[src/pbr_pkg.sv]
`default_nettype none
package pbr_pkg;
	// register byte offsets
	localparam logic [3:0] OFF_CTRL = 4'h0;
	localparam logic [3:0] OFF_STATUS = 4'h4;
	localparam logic [3:0] OFF_CAUSE = 4'h8;
	// control and status register fields
	localparam int CTRL_SWEN_BIT = 7;
	localparam int STAT_RDY_BIT = 0;
	localparam int STAT_HOLD_BIT = 1;
	localparam int STAT_SLEEP_BIT = 2;
	localparam int STAT_BODEN_BIT = 3;
	localparam int STAT_PUT_BIT = 4;
	localparam logic CTRL_SWEN_RST = 1'b1;
	// brown-out policies
	typedef enum logic [1:0] {
		BOM_OFF = 2'b00,
		BOM_SW = 2'b01,
		BOM_NOSLEEP = 2'b10,
		BOM_ON = 2'b11
	} pbr_bom_type;
	// timing
	localparam int CLK_MHZ = 125;
	localparam int PUT_MS = 64;
	localparam int PUT_CYCLES = PUT_MS * CLK_MHZ * 1000;
	localparam int LR_DIV = 125;
	localparam int FILTER_NS = 400;
	localparam int FILTER_CYCLES = (FILTER_NS * CLK_MHZ + 999) / 1000;
	localparam int PUT_TICKS = PUT_MS * 1000;
	// reset cause bits
	localparam int NSRC = 8;
	typedef struct packed {
		logic [7:0] cause;
		logic [NSRC-1:0] src;
	} pbr_src_type;
	typedef enum logic [1:0] {
		ST_HOLD = 2'b00,
		ST_WAIT = 2'b01,
		ST_RUN = 2'b10
	} pbr_st_type;
	typedef struct packed {
		logic [31:0] rdata;
		logic rvalid;
		logic bvalid;
		logic awready;
		logic wready;
		logic arready;
		logic aw_got;
		logic w_got;
		logic [3:0] awaddr;
		logic [31:0] wdata;
		logic [3:0] wstrb;
		logic [1:0] bresp;
		logic [1:0] rresp;
		logic swen;
		logic [7:0] cause;
	} pbr_bus_type;
endpackage
`default_nettype wire

[src/pbr_sequencer.sv]
`default_nettype none
module pbr_sequencer #(
	parameter int PUT_TICKS = pbr_pkg::PUT_TICKS,
	parameter int LR_DIV = pbr_pkg::LR_DIV,
	parameter int FILTER_CYCLES = pbr_pkg::FILTER_CYCLES
) (
	input wire logic aclk, // system clock
	input wire logic aresetn, // synchronous reset, active low
	input wire logic por_low_n, // power-on detector, low below operating level
	input wire logic bod_below, // supply under brown-out threshold
	input wire logic bod_ready, // analog detector settled
	input wire logic external_reset_pin_n, // external reset pin, active low
	input wire logic ext_reset_enable, // external reset pin enabled
	input wire logic wdt_timeout, // watchdog request
	input wire logic reset_instr, // reset instruction
	input wire logic stack_ovf, // call stack overflow
	input wire logic stack_unf, // call stack underflow
	input wire logic prog_exit, // programming mode left
	input wire logic osc_ready, // oscillator start-up done
	input wire logic sleep_req, // core in sleep
	input wire logic [1:0] brownout_mode_field, // policy
	input wire logic powerup_delay_disable_n, // 0 enables delay
	input wire logic brownout_level_select, // threshold selection
	input wire logic [3:0] s_axi_awaddr, // write address
	input wire logic s_axi_awvalid, // write address valid
	output logic s_axi_awready, // write address ready
	input wire logic [31:0] s_axi_wdata, // write data
	input wire logic [3:0] s_axi_wstrb, // write strobes
	input wire logic s_axi_wvalid, // write data valid
	output logic s_axi_wready, // write data ready
	output logic [1:0] s_axi_bresp, // write response
	output logic s_axi_bvalid, // write response valid
	input wire logic s_axi_bready, // write response ready
	input wire logic [3:0] s_axi_araddr, // read address
	input wire logic s_axi_arvalid, // read address valid
	output logic s_axi_arready, // read address ready
	output logic [31:0] s_axi_rdata, // read data
	output logic [1:0] s_axi_rresp, // read response
	output logic s_axi_rvalid, // read valid
	input wire logic s_axi_rready, // read ready
	output logic core_reset_n, // core reset, active low
	output logic bod_enable, // analog detector power enable
	output logic bod_level, // threshold selection to detector
	output logic wake_ok // sleep wake-up permitted
);
	if (PUT_TICKS < 1 || LR_DIV < 2 || LR_DIV > 65536 || FILTER_CYCLES < 1 || FILTER_CYCLES > 65535) begin
		$error("pbr_sequencer: bad parameter");
	end
	// analog and pin inputs pass two flops
	// they clear to zero, so the core stays held until the first real samples arrive
	localparam int NS = 8;
	logic [NS-1:0] raw;
	logic [NS-1:0] s1_q;
	logic [NS-1:0] s2_q;
	assign raw = {osc_ready, bod_ready, bod_below, por_low_n, external_reset_pin_n,
		1'b0, 1'b0, 1'b0};
	always_ff @(posedge aclk) begin
		if (!aresetn) begin
			s1_q <= 8'h00;
			s2_q <= 8'h00;
		end else begin
			s1_q <= raw;
			s2_q <= s1_q;
		end
	end
	logic por_ok, ext_ok, below_s, rdy_s, osc_s;
	assign ext_ok = s2_q[3];
	assign por_ok = s2_q[4];
	assign below_s = s2_q[5];
	assign rdy_s = s2_q[6];
	assign osc_s = s2_q[7];

	typedef struct packed {
		pbr_pkg::pbr_st_type st;
		logic [31:0] put_cnt;
		logic [15:0] lr_cnt;
		logic lr_tick;
		logic [15:0] filt_cnt;
		logic bor_trip;
		logic bod_en;
		logic wake;
		logic rst_n;
		logic lvl;
		pbr_pkg::pbr_bus_type bus;
	} pbr_state_type;
	pbr_state_type s_q, s_d;

	logic sync_src, bod_active, bor_hold, por_gate;
	pbr_pkg::pbr_bom_type mode;
	assign mode = pbr_pkg::pbr_bom_type'(brownout_mode_field);
	always_comb begin
		// detector active per policy
		case (mode)
			pbr_pkg::BOM_ON: bod_active = 1'b1;
			pbr_pkg::BOM_NOSLEEP: bod_active = !sleep_req;
			pbr_pkg::BOM_SW: bod_active = s_q.bus.swen;
			pbr_pkg::BOM_OFF: bod_active = 1'b0;
			default: bod_active = 1'b0;
		endcase
	end
	// protection only once detector is ready
	assign bor_hold = s_q.bod_en && rdy_s && s_q.bor_trip;
	// modes 11/10 wait at power-on for ready and good supply
	assign por_gate = (mode == pbr_pkg::BOM_ON || mode == pbr_pkg::BOM_NOSLEEP) ?
		(rdy_s && !below_s) : 1'b1;
	assign sync_src = wdt_timeout || reset_instr || stack_ovf || stack_unf || prog_exit;

	always_comb begin
		s_d = s_q;
		s_d.bod_en = bod_active;
		s_d.lvl = brownout_level_select;
		// low-rate tick for the delay counter
		s_d.lr_tick = 1'b0;
		if (s_q.lr_cnt == 16'(LR_DIV - 1)) begin
			s_d.lr_cnt = 16'h0000;
			s_d.lr_tick = 1'b1;
		end else begin
			s_d.lr_cnt = s_q.lr_cnt + 16'h0001;
		end
		// dip filter
		if (s_q.bod_en && below_s) begin
			if (s_q.filt_cnt != 16'(FILTER_CYCLES))
				s_d.filt_cnt = s_q.filt_cnt + 16'h0001;
		end else begin
			s_d.filt_cnt = 16'h0000;
		end
		s_d.bor_trip = (s_d.filt_cnt == 16'(FILTER_CYCLES));
		// wake gating: mode 10 waits for ready
		s_d.wake = (mode == pbr_pkg::BOM_NOSLEEP) ? rdy_s : 1'b1;
		case (s_q.st)
			pbr_pkg::ST_HOLD: begin
				s_d.rst_n = 1'b0;
				s_d.put_cnt = 32'h00000000;
				if (por_ok && !bor_hold && por_gate)
					s_d.st = pbr_pkg::ST_WAIT;
			end
			pbr_pkg::ST_WAIT: begin
				s_d.rst_n = 1'b0;
				if (powerup_delay_disable_n || s_q.put_cnt == 32'(PUT_TICKS)) begin
					// a synchronous source still asserted keeps the core held
					if (osc_s && (ext_ok || !ext_reset_enable) && !sync_src) begin
						s_d.st = pbr_pkg::ST_RUN;
						s_d.rst_n = 1'b1;
					end
				end else if (s_q.lr_tick) begin
					s_d.put_cnt = s_q.put_cnt + 32'h00000001;
				end
			end
			pbr_pkg::ST_RUN: begin
				s_d.rst_n = 1'b1;
				if (ext_reset_enable && !ext_ok) begin
					s_d.st = pbr_pkg::ST_WAIT;
					s_d.rst_n = 1'b0;
					s_d.put_cnt = 32'(PUT_TICKS);
				end
				if (sync_src) begin
					s_d.st = pbr_pkg::ST_WAIT;
					s_d.rst_n = 1'b0;
					s_d.put_cnt = 32'(PUT_TICKS);
				end
			end
			default: s_d.st = pbr_pkg::ST_HOLD;
		endcase
		// power-on, brown-out or programming-mode exit restarts full sequence
		if (!por_ok || bor_hold || prog_exit) begin
			s_d.st = pbr_pkg::ST_HOLD;
			s_d.rst_n = 1'b0;
		end
		if (!por_ok) s_d.bus.cause[0] = 1'b1;
		if (bor_hold) s_d.bus.cause[1] = 1'b1;
		if (ext_reset_enable && !ext_ok) s_d.bus.cause[2] = 1'b1;
		// AXI4-Lite slave
		if (s_q.bus.awready && s_axi_awvalid) begin
			s_d.bus.awready = 1'b0;
			s_d.bus.aw_got = 1'b1;
			s_d.bus.awaddr = s_axi_awaddr;
		end
		if (s_q.bus.wready && s_axi_wvalid) begin
			s_d.bus.wready = 1'b0;
			s_d.bus.w_got = 1'b1;
			s_d.bus.wdata = s_axi_wdata;
			s_d.bus.wstrb = s_axi_wstrb;
		end
		if (s_q.bus.aw_got && s_q.bus.w_got && !s_q.bus.bvalid) begin
			s_d.bus.bvalid = 1'b1;
			s_d.bus.bresp = 2'b00;
			if (s_q.bus.awaddr == pbr_pkg::OFF_CTRL) begin
				if (s_q.bus.wstrb[0])
					s_d.bus.swen = s_q.bus.wdata[pbr_pkg::CTRL_SWEN_BIT];
			end else if (s_q.bus.awaddr == pbr_pkg::OFF_CAUSE) begin
				if (s_q.bus.wstrb[0])
					s_d.bus.cause = s_d.bus.cause & ~s_q.bus.wdata[7:0] |
						{5'h00, !por_ok, bor_hold, ext_reset_enable && !ext_ok};
			end else if (s_q.bus.awaddr != pbr_pkg::OFF_STATUS) begin
				s_d.bus.bresp = 2'b10;
			end
		end
		if (s_q.bus.bvalid && s_axi_bready) begin
			s_d.bus.bvalid = 1'b0;
			s_d.bus.aw_got = 1'b0;
			s_d.bus.w_got = 1'b0;
			s_d.bus.awready = 1'b1;
			s_d.bus.wready = 1'b1;
		end
		if (s_q.bus.arready && s_axi_arvalid) begin
			s_d.bus.arready = 1'b0;
			s_d.bus.rvalid = 1'b1;
			s_d.bus.rresp = 2'b00;
			s_d.bus.rdata = 32'h00000000;
			case (s_axi_araddr)
				pbr_pkg::OFF_CTRL: s_d.bus.rdata[pbr_pkg::CTRL_SWEN_BIT] = s_q.bus.swen;
				pbr_pkg::OFF_STATUS: begin
					s_d.bus.rdata[pbr_pkg::STAT_RDY_BIT] = s_q.bod_en && rdy_s;
					s_d.bus.rdata[pbr_pkg::STAT_HOLD_BIT] = !s_q.rst_n;
					s_d.bus.rdata[pbr_pkg::STAT_SLEEP_BIT] = sleep_req;
					s_d.bus.rdata[pbr_pkg::STAT_BODEN_BIT] = s_q.bod_en;
					s_d.bus.rdata[pbr_pkg::STAT_PUT_BIT] = (s_q.st == pbr_pkg::ST_WAIT);
				end
				pbr_pkg::OFF_CAUSE: s_d.bus.rdata[7:0] = s_q.bus.cause;
				default: s_d.bus.rresp = 2'b10;
			endcase
		end
		if (s_q.bus.rvalid && s_axi_rready) begin
			s_d.bus.rvalid = 1'b0;
			s_d.bus.arready = 1'b1;
		end
	end

	always_ff @(posedge aclk) begin
		if (!aresetn) begin
			s_q <= '0;
			s_q.st <= pbr_pkg::ST_HOLD;
			s_q.bus.awready <= 1'b1;
			s_q.bus.wready <= 1'b1;
			s_q.bus.arready <= 1'b1;
			s_q.bus.swen <= pbr_pkg::CTRL_SWEN_RST;
		end else begin
			s_q <= s_d;
		end
	end

	assign s_axi_awready = s_q.bus.awready;
	assign s_axi_wready = s_q.bus.wready;
	assign s_axi_bvalid = s_q.bus.bvalid;
	assign s_axi_bresp = s_q.bus.bresp;
	assign s_axi_arready = s_q.bus.arready;
	assign s_axi_rvalid = s_q.bus.rvalid;
	assign s_axi_rdata = s_q.bus.rdata;
	assign s_axi_rresp = s_q.bus.rresp;
	assign core_reset_n = s_q.rst_n;
	assign bod_enable = s_q.bod_en;
	assign bod_level = s_q.lvl;
	assign wake_ok = s_q.wake;

	// properties sample on the same edge as the state register
	a_por_holds: assert property (@(posedge aclk) disable iff (!aresetn)
		!por_ok |=> !core_reset_n) else $error("reset released under power-on");
	a_put_holds: assert property (@(posedge aclk) disable iff (!aresetn)
		(s_q.st == pbr_pkg::ST_WAIT && !powerup_delay_disable_n && s_q.put_cnt != 32'(PUT_TICKS))
		|=> !core_reset_n) else $error("reset released while delay counting");
	a_src_reset: assert property (@(posedge aclk) disable iff (!aresetn)
		sync_src |=> !core_reset_n) else $error("source did not reset");
	a_bor_holds: assert property (@(posedge aclk) disable iff (!aresetn)
		bor_hold |=> !core_reset_n) else $error("brown-out did not hold reset");
	a_mode_off: assert property (@(posedge aclk) disable iff (!aresetn)
		(mode == pbr_pkg::BOM_OFF) [*2] |-> !bod_enable) else $error("detector on in mode 00");
	a_mode_sleep: assert property (@(posedge aclk) disable iff (!aresetn)
		(mode == pbr_pkg::BOM_NOSLEEP && sleep_req) |=> !bod_enable) else $error("mode 10 sleep");
	a_mode_on: assert property (@(posedge aclk) disable iff (!aresetn)
		(mode == pbr_pkg::BOM_ON) |=> bod_enable && wake_ok) else $error("mode 11 detector off");
	a_sw_follow: assert property (@(posedge aclk) disable iff (!aresetn)
		(mode == pbr_pkg::BOM_SW) |=> bod_enable == $past(s_q.bus.swen)) else $error("sw enable");
	a_run_needs: assert property (@(posedge aclk) disable iff (!aresetn)
		$rose(core_reset_n) |-> $past(osc_s)) else $error("run before oscillator");
	a_level_follow: assert property (@(posedge aclk) disable iff (!aresetn)
		1'b1 |=> bod_level == $past(brownout_level_select)) else $error("threshold select not passed on");
	a_wake_ready: assert property (@(posedge aclk) disable iff (!aresetn)
		(mode == pbr_pkg::BOM_NOSLEEP && !rdy_s) |=> !wake_ok) else $error("wake allowed before ready");
	a_put_start: assert property (@(posedge aclk) disable iff (!aresetn)
		(s_q.st == pbr_pkg::ST_WAIT && (!por_ok || bor_hold)) |=> s_q.st == pbr_pkg::ST_HOLD)
		else $error("delay ran under power-on or brown-out");
	a_dip_filter: assert property (@(posedge aclk) disable iff (!aresetn)
		$rose(s_q.bor_trip) |-> $past(below_s, FILTER_CYCLES)) else $error("dip shorter than filter tripped");
endmodule // pbr_sequencer
`default_nettype wire

[config.mk]
export PLATFORM = sky130hd
export DESIGN_NAME = pbr_sequencer
export DESIGN_NICKNAME = d
export VERILOG_FILES = /design/src/pbr_pkg.sv /design/src/pbr_sequencer.sv
export SDC_FILE = /design/constraint.sdc
export NUM_CORES = 1
export LEC_CHECK = 0
export CORE_ASPECT_RATIO = 0.6
export CORE_MARGIN = 4
export CORE_UTILIZATION = 30
export CTS_CLUSTER_DIAMETER = 100
export DETAILED_ROUTE_END_ITERATION = 8
export DONT_BUFFER_PORTS = 1
export GPL_ROUTABILITY_DRIVEN = 1
export MAX_ROUTING_LAYER = met4
export PLACE_DENSITY = 0.55
export RECOVER_POWER = 50
export REMOVE_ABC_BUFFERS = 1
export SKIP_CTS_REPAIR_TIMING = 1
export SLEW_MARGIN = 10
export SYNTH_ARGS = -nofsm -noshare
export SYNTH_HDL_FRONTEND = slang
export SYNTH_SLANG_ARGS = --single-unit
[constraint.sdc]
create_clock -name aclk -period 4.8 [get_ports aclk]
set_input_delay 0.96 -clock aclk [delete_from_list [all_inputs] [get_ports aclk]]
set_output_delay 0.96 -clock aclk [all_outputs]
set_load 0.005 [all_outputs]
# Word-level counts from Yosys, hierarchy flattened
# Index checks and enable logic that the tools add are counted.
# word_totals
output_inout_bits	45
in_bits	67
regBits	129
# op_classes
muxes	34
n_addsub	3
reduce_logical	48
n_eq_ne	19
bitwise_logic	5
# ops
op	n
32-bit case mux with 3 select lines	1
34-bit two-way mux	2
32-bit two-way mux	2
16-bit by 1-bit adder with 16-bit output, second input constant	2
32-bit by 1-bit adder with 32-bit output, second input constant	1
32-bit by 16-bit equality test with 1-bit output, second input constant	1
16-bit two-way mux	2
16-bit by 6-bit equality test with 1-bit output, second input constant	1
16-bit by 7-bit equality test with 1-bit output, second input constant	1
1-bit logical AND	16
2-bit two-way mux	8
16-bit by 6-bit != test with 1-bit output, second input constant	1
3-bit two-way mux	4
4-bit AND reduction	3
1-bit two-way mux	10
2-bit != test, second input constant	5
5-bit case mux with 2 select lines	1
1-bit logical NOT	9
1-bit logical OR	9
8-bit bitwise AND	1
4-bit equality test, second input constant	2
4-bit logical NOT	2
8-bit inverter	1
8-bit by 3-bit bitwise OR with 8-bit output	1
15 further kinds	23

# Longest topological paths before layout
# depth
word_depth	9
depth_mapped	9
ltp_nobuf	8

# Worst setup path after synthesis
# No wires, ideal clock.
# synth_timing
path_kind	in2reg
start	in wdt_timeout
end	reg s_q[136] in the netlist's numbering
arrival_time_ns	2.434
setup_ns	0.070
path_stages	7
slack_ns	2.295
path_buffers	1
path_cell_list	nor3_1 -> a41oi_1 -> o211a_1 -> buf_4 -> nor2_2 -> or4b_2 -> a21oi_1
# synth_between
elab_chain_cells	6
elab_cells_between_ends	8
cone_classes	eq/ne (1); mux (2); reduce/logical (5)
# synth_lines
element	line_no	text
start: declaration	pbr_sequencer.sv:14	input wire logic wdt_timeout,
1-bit logical OR (*) (4 in a row)	pbr_sequencer.sv:106	assign sync_src = wdt_timeout || reset_instr || stack_ovf || stack_unf || prog_exit;
3-bit != test (no line) / 34-bit two-way mux (equally long branches)	n/a	
4-bit AND reduction (no line) / 32-bit case mux with 3 select lines (equally long branches)	n/a	
end: declaration	pbr_sequencer.sv:86	pbr_state_type s_q, s_d;
# Mark *: on every way between the ends. The rest lies on a longest branch, timed or not.
# A chain may end at the register's enable or synchronous reset.

# Worst setup path in the final report
# layout_timing
start	reg s_q[162] in the netlist's numbering
end	reg s_q[159] in the netlist's numbering
# layout_between
elab_chain_cells	3
elab_cells_between_ends	9
cone_classes	eq/ne (5); mux (1); reduce/logical (3)
# layout_lines
element	line_no	text
2-bit equality test, or another cell as far along	pbr_sequencer.sv:130	case (s_q.st)
3-bit != test (no line), or another cell as far along	n/a	
4-bit AND reduction (no line)	n/a	
# Several ways; a longest one is shown, not always the timed one.

==> impl_metrics.toml <==
[global_routing]
gr-total-overflow = 0
grt_use_total_pct = 13.8
grt_pass1_wl_mm = 23.1
antenna_found_initial = 0
grt_pass1_vias = 4175
grt_max_degree = 28

[layout]
nFillCells = 1991
syn_to_final_growth_pct = 10.1
drive_gt1_share_pct = 6.00
stdcell_area_um2 = 6400
register_area_um2 = 2420
multi_input_area_um2 = 3000
fin_nets = 765
diodes = 0

[synth]
synth_top_flop_cell = "dfxtp_1"
syn_area_per_cell_um2 = 8.25
synth.largest_area_cell = "dfxtp_1"
synth_top_area_share_pct = 41.6
synth_edf_count = 0
syn_inst = 705
ys_types = 58
ys_warn_count = 0
yosysMostFrequentCell = "dfxtp_1"
async_flop_share_pct = 0
synth_area_um2 = 5820
synth_seq_cells = 121
yosysSeqAreaShare_pct = 41.6
yosys-top-cells-area = "dfxtp_1, nand2_1, nor2_1, buf_4, a21oi_1"
synthTopCellsByCount = "dfxtp_1, nand2_1, nor2_1, a21oi_1, buf_4"

[pwr]
internal_power_mw = 1.78
clockPowerShare_pct = 53.1
switchingPower_mw = 0.584
p_comb_share_pct = 2.6
switching_share_pct = 24.7
irDropWorstVdd_uv = 249
power.leakage_nw = 2.25
p_seq_share_pct = 44.2
p_per_area_nw_per_um2 = 369

[die]
start_util_pct = 30.6
die_x_um = 188
die_h_um = 116
io_pins = 112
fp-row-count = 39
core-area_um2 = 19000
dieArea_um2 = 21800

[timing]
fin_setup_tns_ns = 0
min_period_ns = 2.66
worstMarginPinSlew_ns = 1.02
clock_skew_ns = 0.00929
fmax_mhz = 377
rsz0062_at_grt = "no"
hold_violations = 0
relSlewSlack_pct = 31.7
setup_viol = 0
post-route-period-util_pct = 55.3
slew_viol_final = 0

[clocking]
cts-root-buf = "clkbuf_16"
cts_inserted_buffers = 17
cts_tree = "done"
cts_max_path_buffers = 2
htreeDepth = 4
cts.clk_slew.worst_paths_ns = 0.06
cts_sinks = 121
clock_latency_ns = 0.41

[routing]
drt-initial-drc-count = 340
routed_wirelength_mm = 14.4
vias_per_cell = 4.89
final_antenna_net_count = 0
firstDrtPassIters = 5
wire_per_inst_um = 15.2
drc_errors = 0
dr_total_vias = 4625

[setup_path]
crit_arrival_ns = 3.01
crit_top_cell = "nand2_1"
critPathMaxFanout = 19
worstReg2RegStart = "s_q[162]$_SDFFE_PP0P_"
end_kind = "flip-flop"
crit_slowest_cell = "ha_1"
cp-start-kind = "flip-flop"
crit_chain = "ha_1 -> nand2_1 -> a21o_1 -> or4_1 -> nand2_1"
reg2regPathDepth = 5
r2r_end = "s_q[159]$_SDFFE_PN0P_"
critPathRequiredTime_ns = 5.16
rrSetupSlack_ns = 2.14
slowest_delay_ns = 0.57
worst-setup-path-type = "flip-flop to flip-flop"

[worst_hold_path]
hp-start = "s_q[21]$_SDFFE_PN0P_"
hold_path_class = "flip-flop to flip-flop"
worstHoldEndpoint = "s_q[4]$_SDFFE_PN0P_"
holdPathStages = 1

[place]
post-dp-hpwl_mm = 10.5
globalplace.congestion = 0.848
portBuffers = 0
placed_cell_area_um2 = 5830

[job]
maxCapViolCount = 0

[run_status]
run_status = "finished, final reports clean"
[final cells by class]
class                   instances  area share (%)
multi-input cells             523            46.9
well taps                     246            4.81
clock inverters                15            2.42
flip-flops and latches        121            37.8
inverters                      23            1.35
clock buffers                  17            6.64
repair buffers                  1          0.0586
[state kept, by name, indices dropped and copies added, names as in the netlist, 5 cells and up]
name	cells
s_axi_rdata	8
s_q	92
s2_q	5
s1_q	5
[critical path, delay by kind of cell (launching register included)]
family	cells	cell delay [ns]
flops	1	0.41
fa+ha+maj	1	0.57
compound gates	1	0.52
simple gates	3	1.09
[worst max-delay path by stage]
stage                           from  slack [ns]               endpoint
5_1_grt        s_q[145]$_SDFFE_PN0P_        1.93  s_q[159]$_SDFFE_PN0P_
6_report       s_q[162]$_SDFFE_PP0P_        2.14  s_q[159]$_SDFFE_PN0P_
3_3_place_gp             wdt_timeout        1.74  s_q[159]$_SDFFE_PN0P_
2_1_floorplan            wdt_timeout        2.20  s_q[159]$_SDFFE_PN0P_
3_5_place_dp             wdt_timeout        1.72  s_q[159]$_SDFFE_PN0P_
4_1_cts                  wdt_timeout        2.16  s_q[159]$_SDFFE_PN0P_
[logic make-up after synthesis]
family | synth area share (%)
simple gates | 26.2
compound gates | 13.7
flops | 41.6
buf+inv | 8.37
xor+xnor | 6.63
fa+ha+maj | 2.37
mux | 1.05
other cells | 0.0645
[cells in the final DEF, fill, tap and decap left out, types with 4 or more instances in the layout]
cell type,count
nand3_1,30
inv_6,6
o2bb2ai_1,5
nor3_1,16
a211oi_1,4
nand2_1,81
a21oi_1,54
clkbuf_16,17
conb_1,26
dfxtp_1,121
nor4_1,9
a31oi_1,10
inv_1,23
and4_1,8
o21ai_0,26
o211ai_1,4
and3_1,7
nor2_1,81
nand4_1,15
xor2_1,24
ha_1,11
a22oi_1,6
xnor2_1,20
or3_1,12
nand2b_1,6
nor4b_1,5
mux2i_1,5
clkinv_4,4
nor2b_1,6
and2_1,13
[through the flow]
stage	hold WS [ns]	cells	setup slack (ns)	total power, mW	util (%)
after global routing	0.438	946	1.93	2.46	33.6
after floorplan	0.403	667	2.20	1.11	-
final	0.432	946	2.14	2.36	33.6
after CTS	0.432	946	2.16	2.39	33.7
after detailed placement	0.418	914	1.72	1.13	30.6
after global placement	0.416	914	1.74	1.13	30.6
[per-layer routing]
metal	vias up	part of all wire [%]	track usage (%)
met3	12	8.2	5.12
li1	2363	-	-
met5	-	0	-
met1	2120	54	20.4
met2	130	37	16.8
met4	0	0.99	4.35
[power groups by stage]
stage / sequential, mW / clock [mW] / combinational [mW]
after global routing: 1.05 / 1.34 / 0.0716
final: 1.05 / 1.26 / 0.0620
after CTS: 1.05 / 1.29 / 0.0626
after global placement: 1.07 / 0 / 0.0617
after floorplan: 1.06 / 0 / 0.0475
after detailed placement: 1.07 / 0 / 0.0624
No activity file was read; power rests on OpenSTA's default activity.
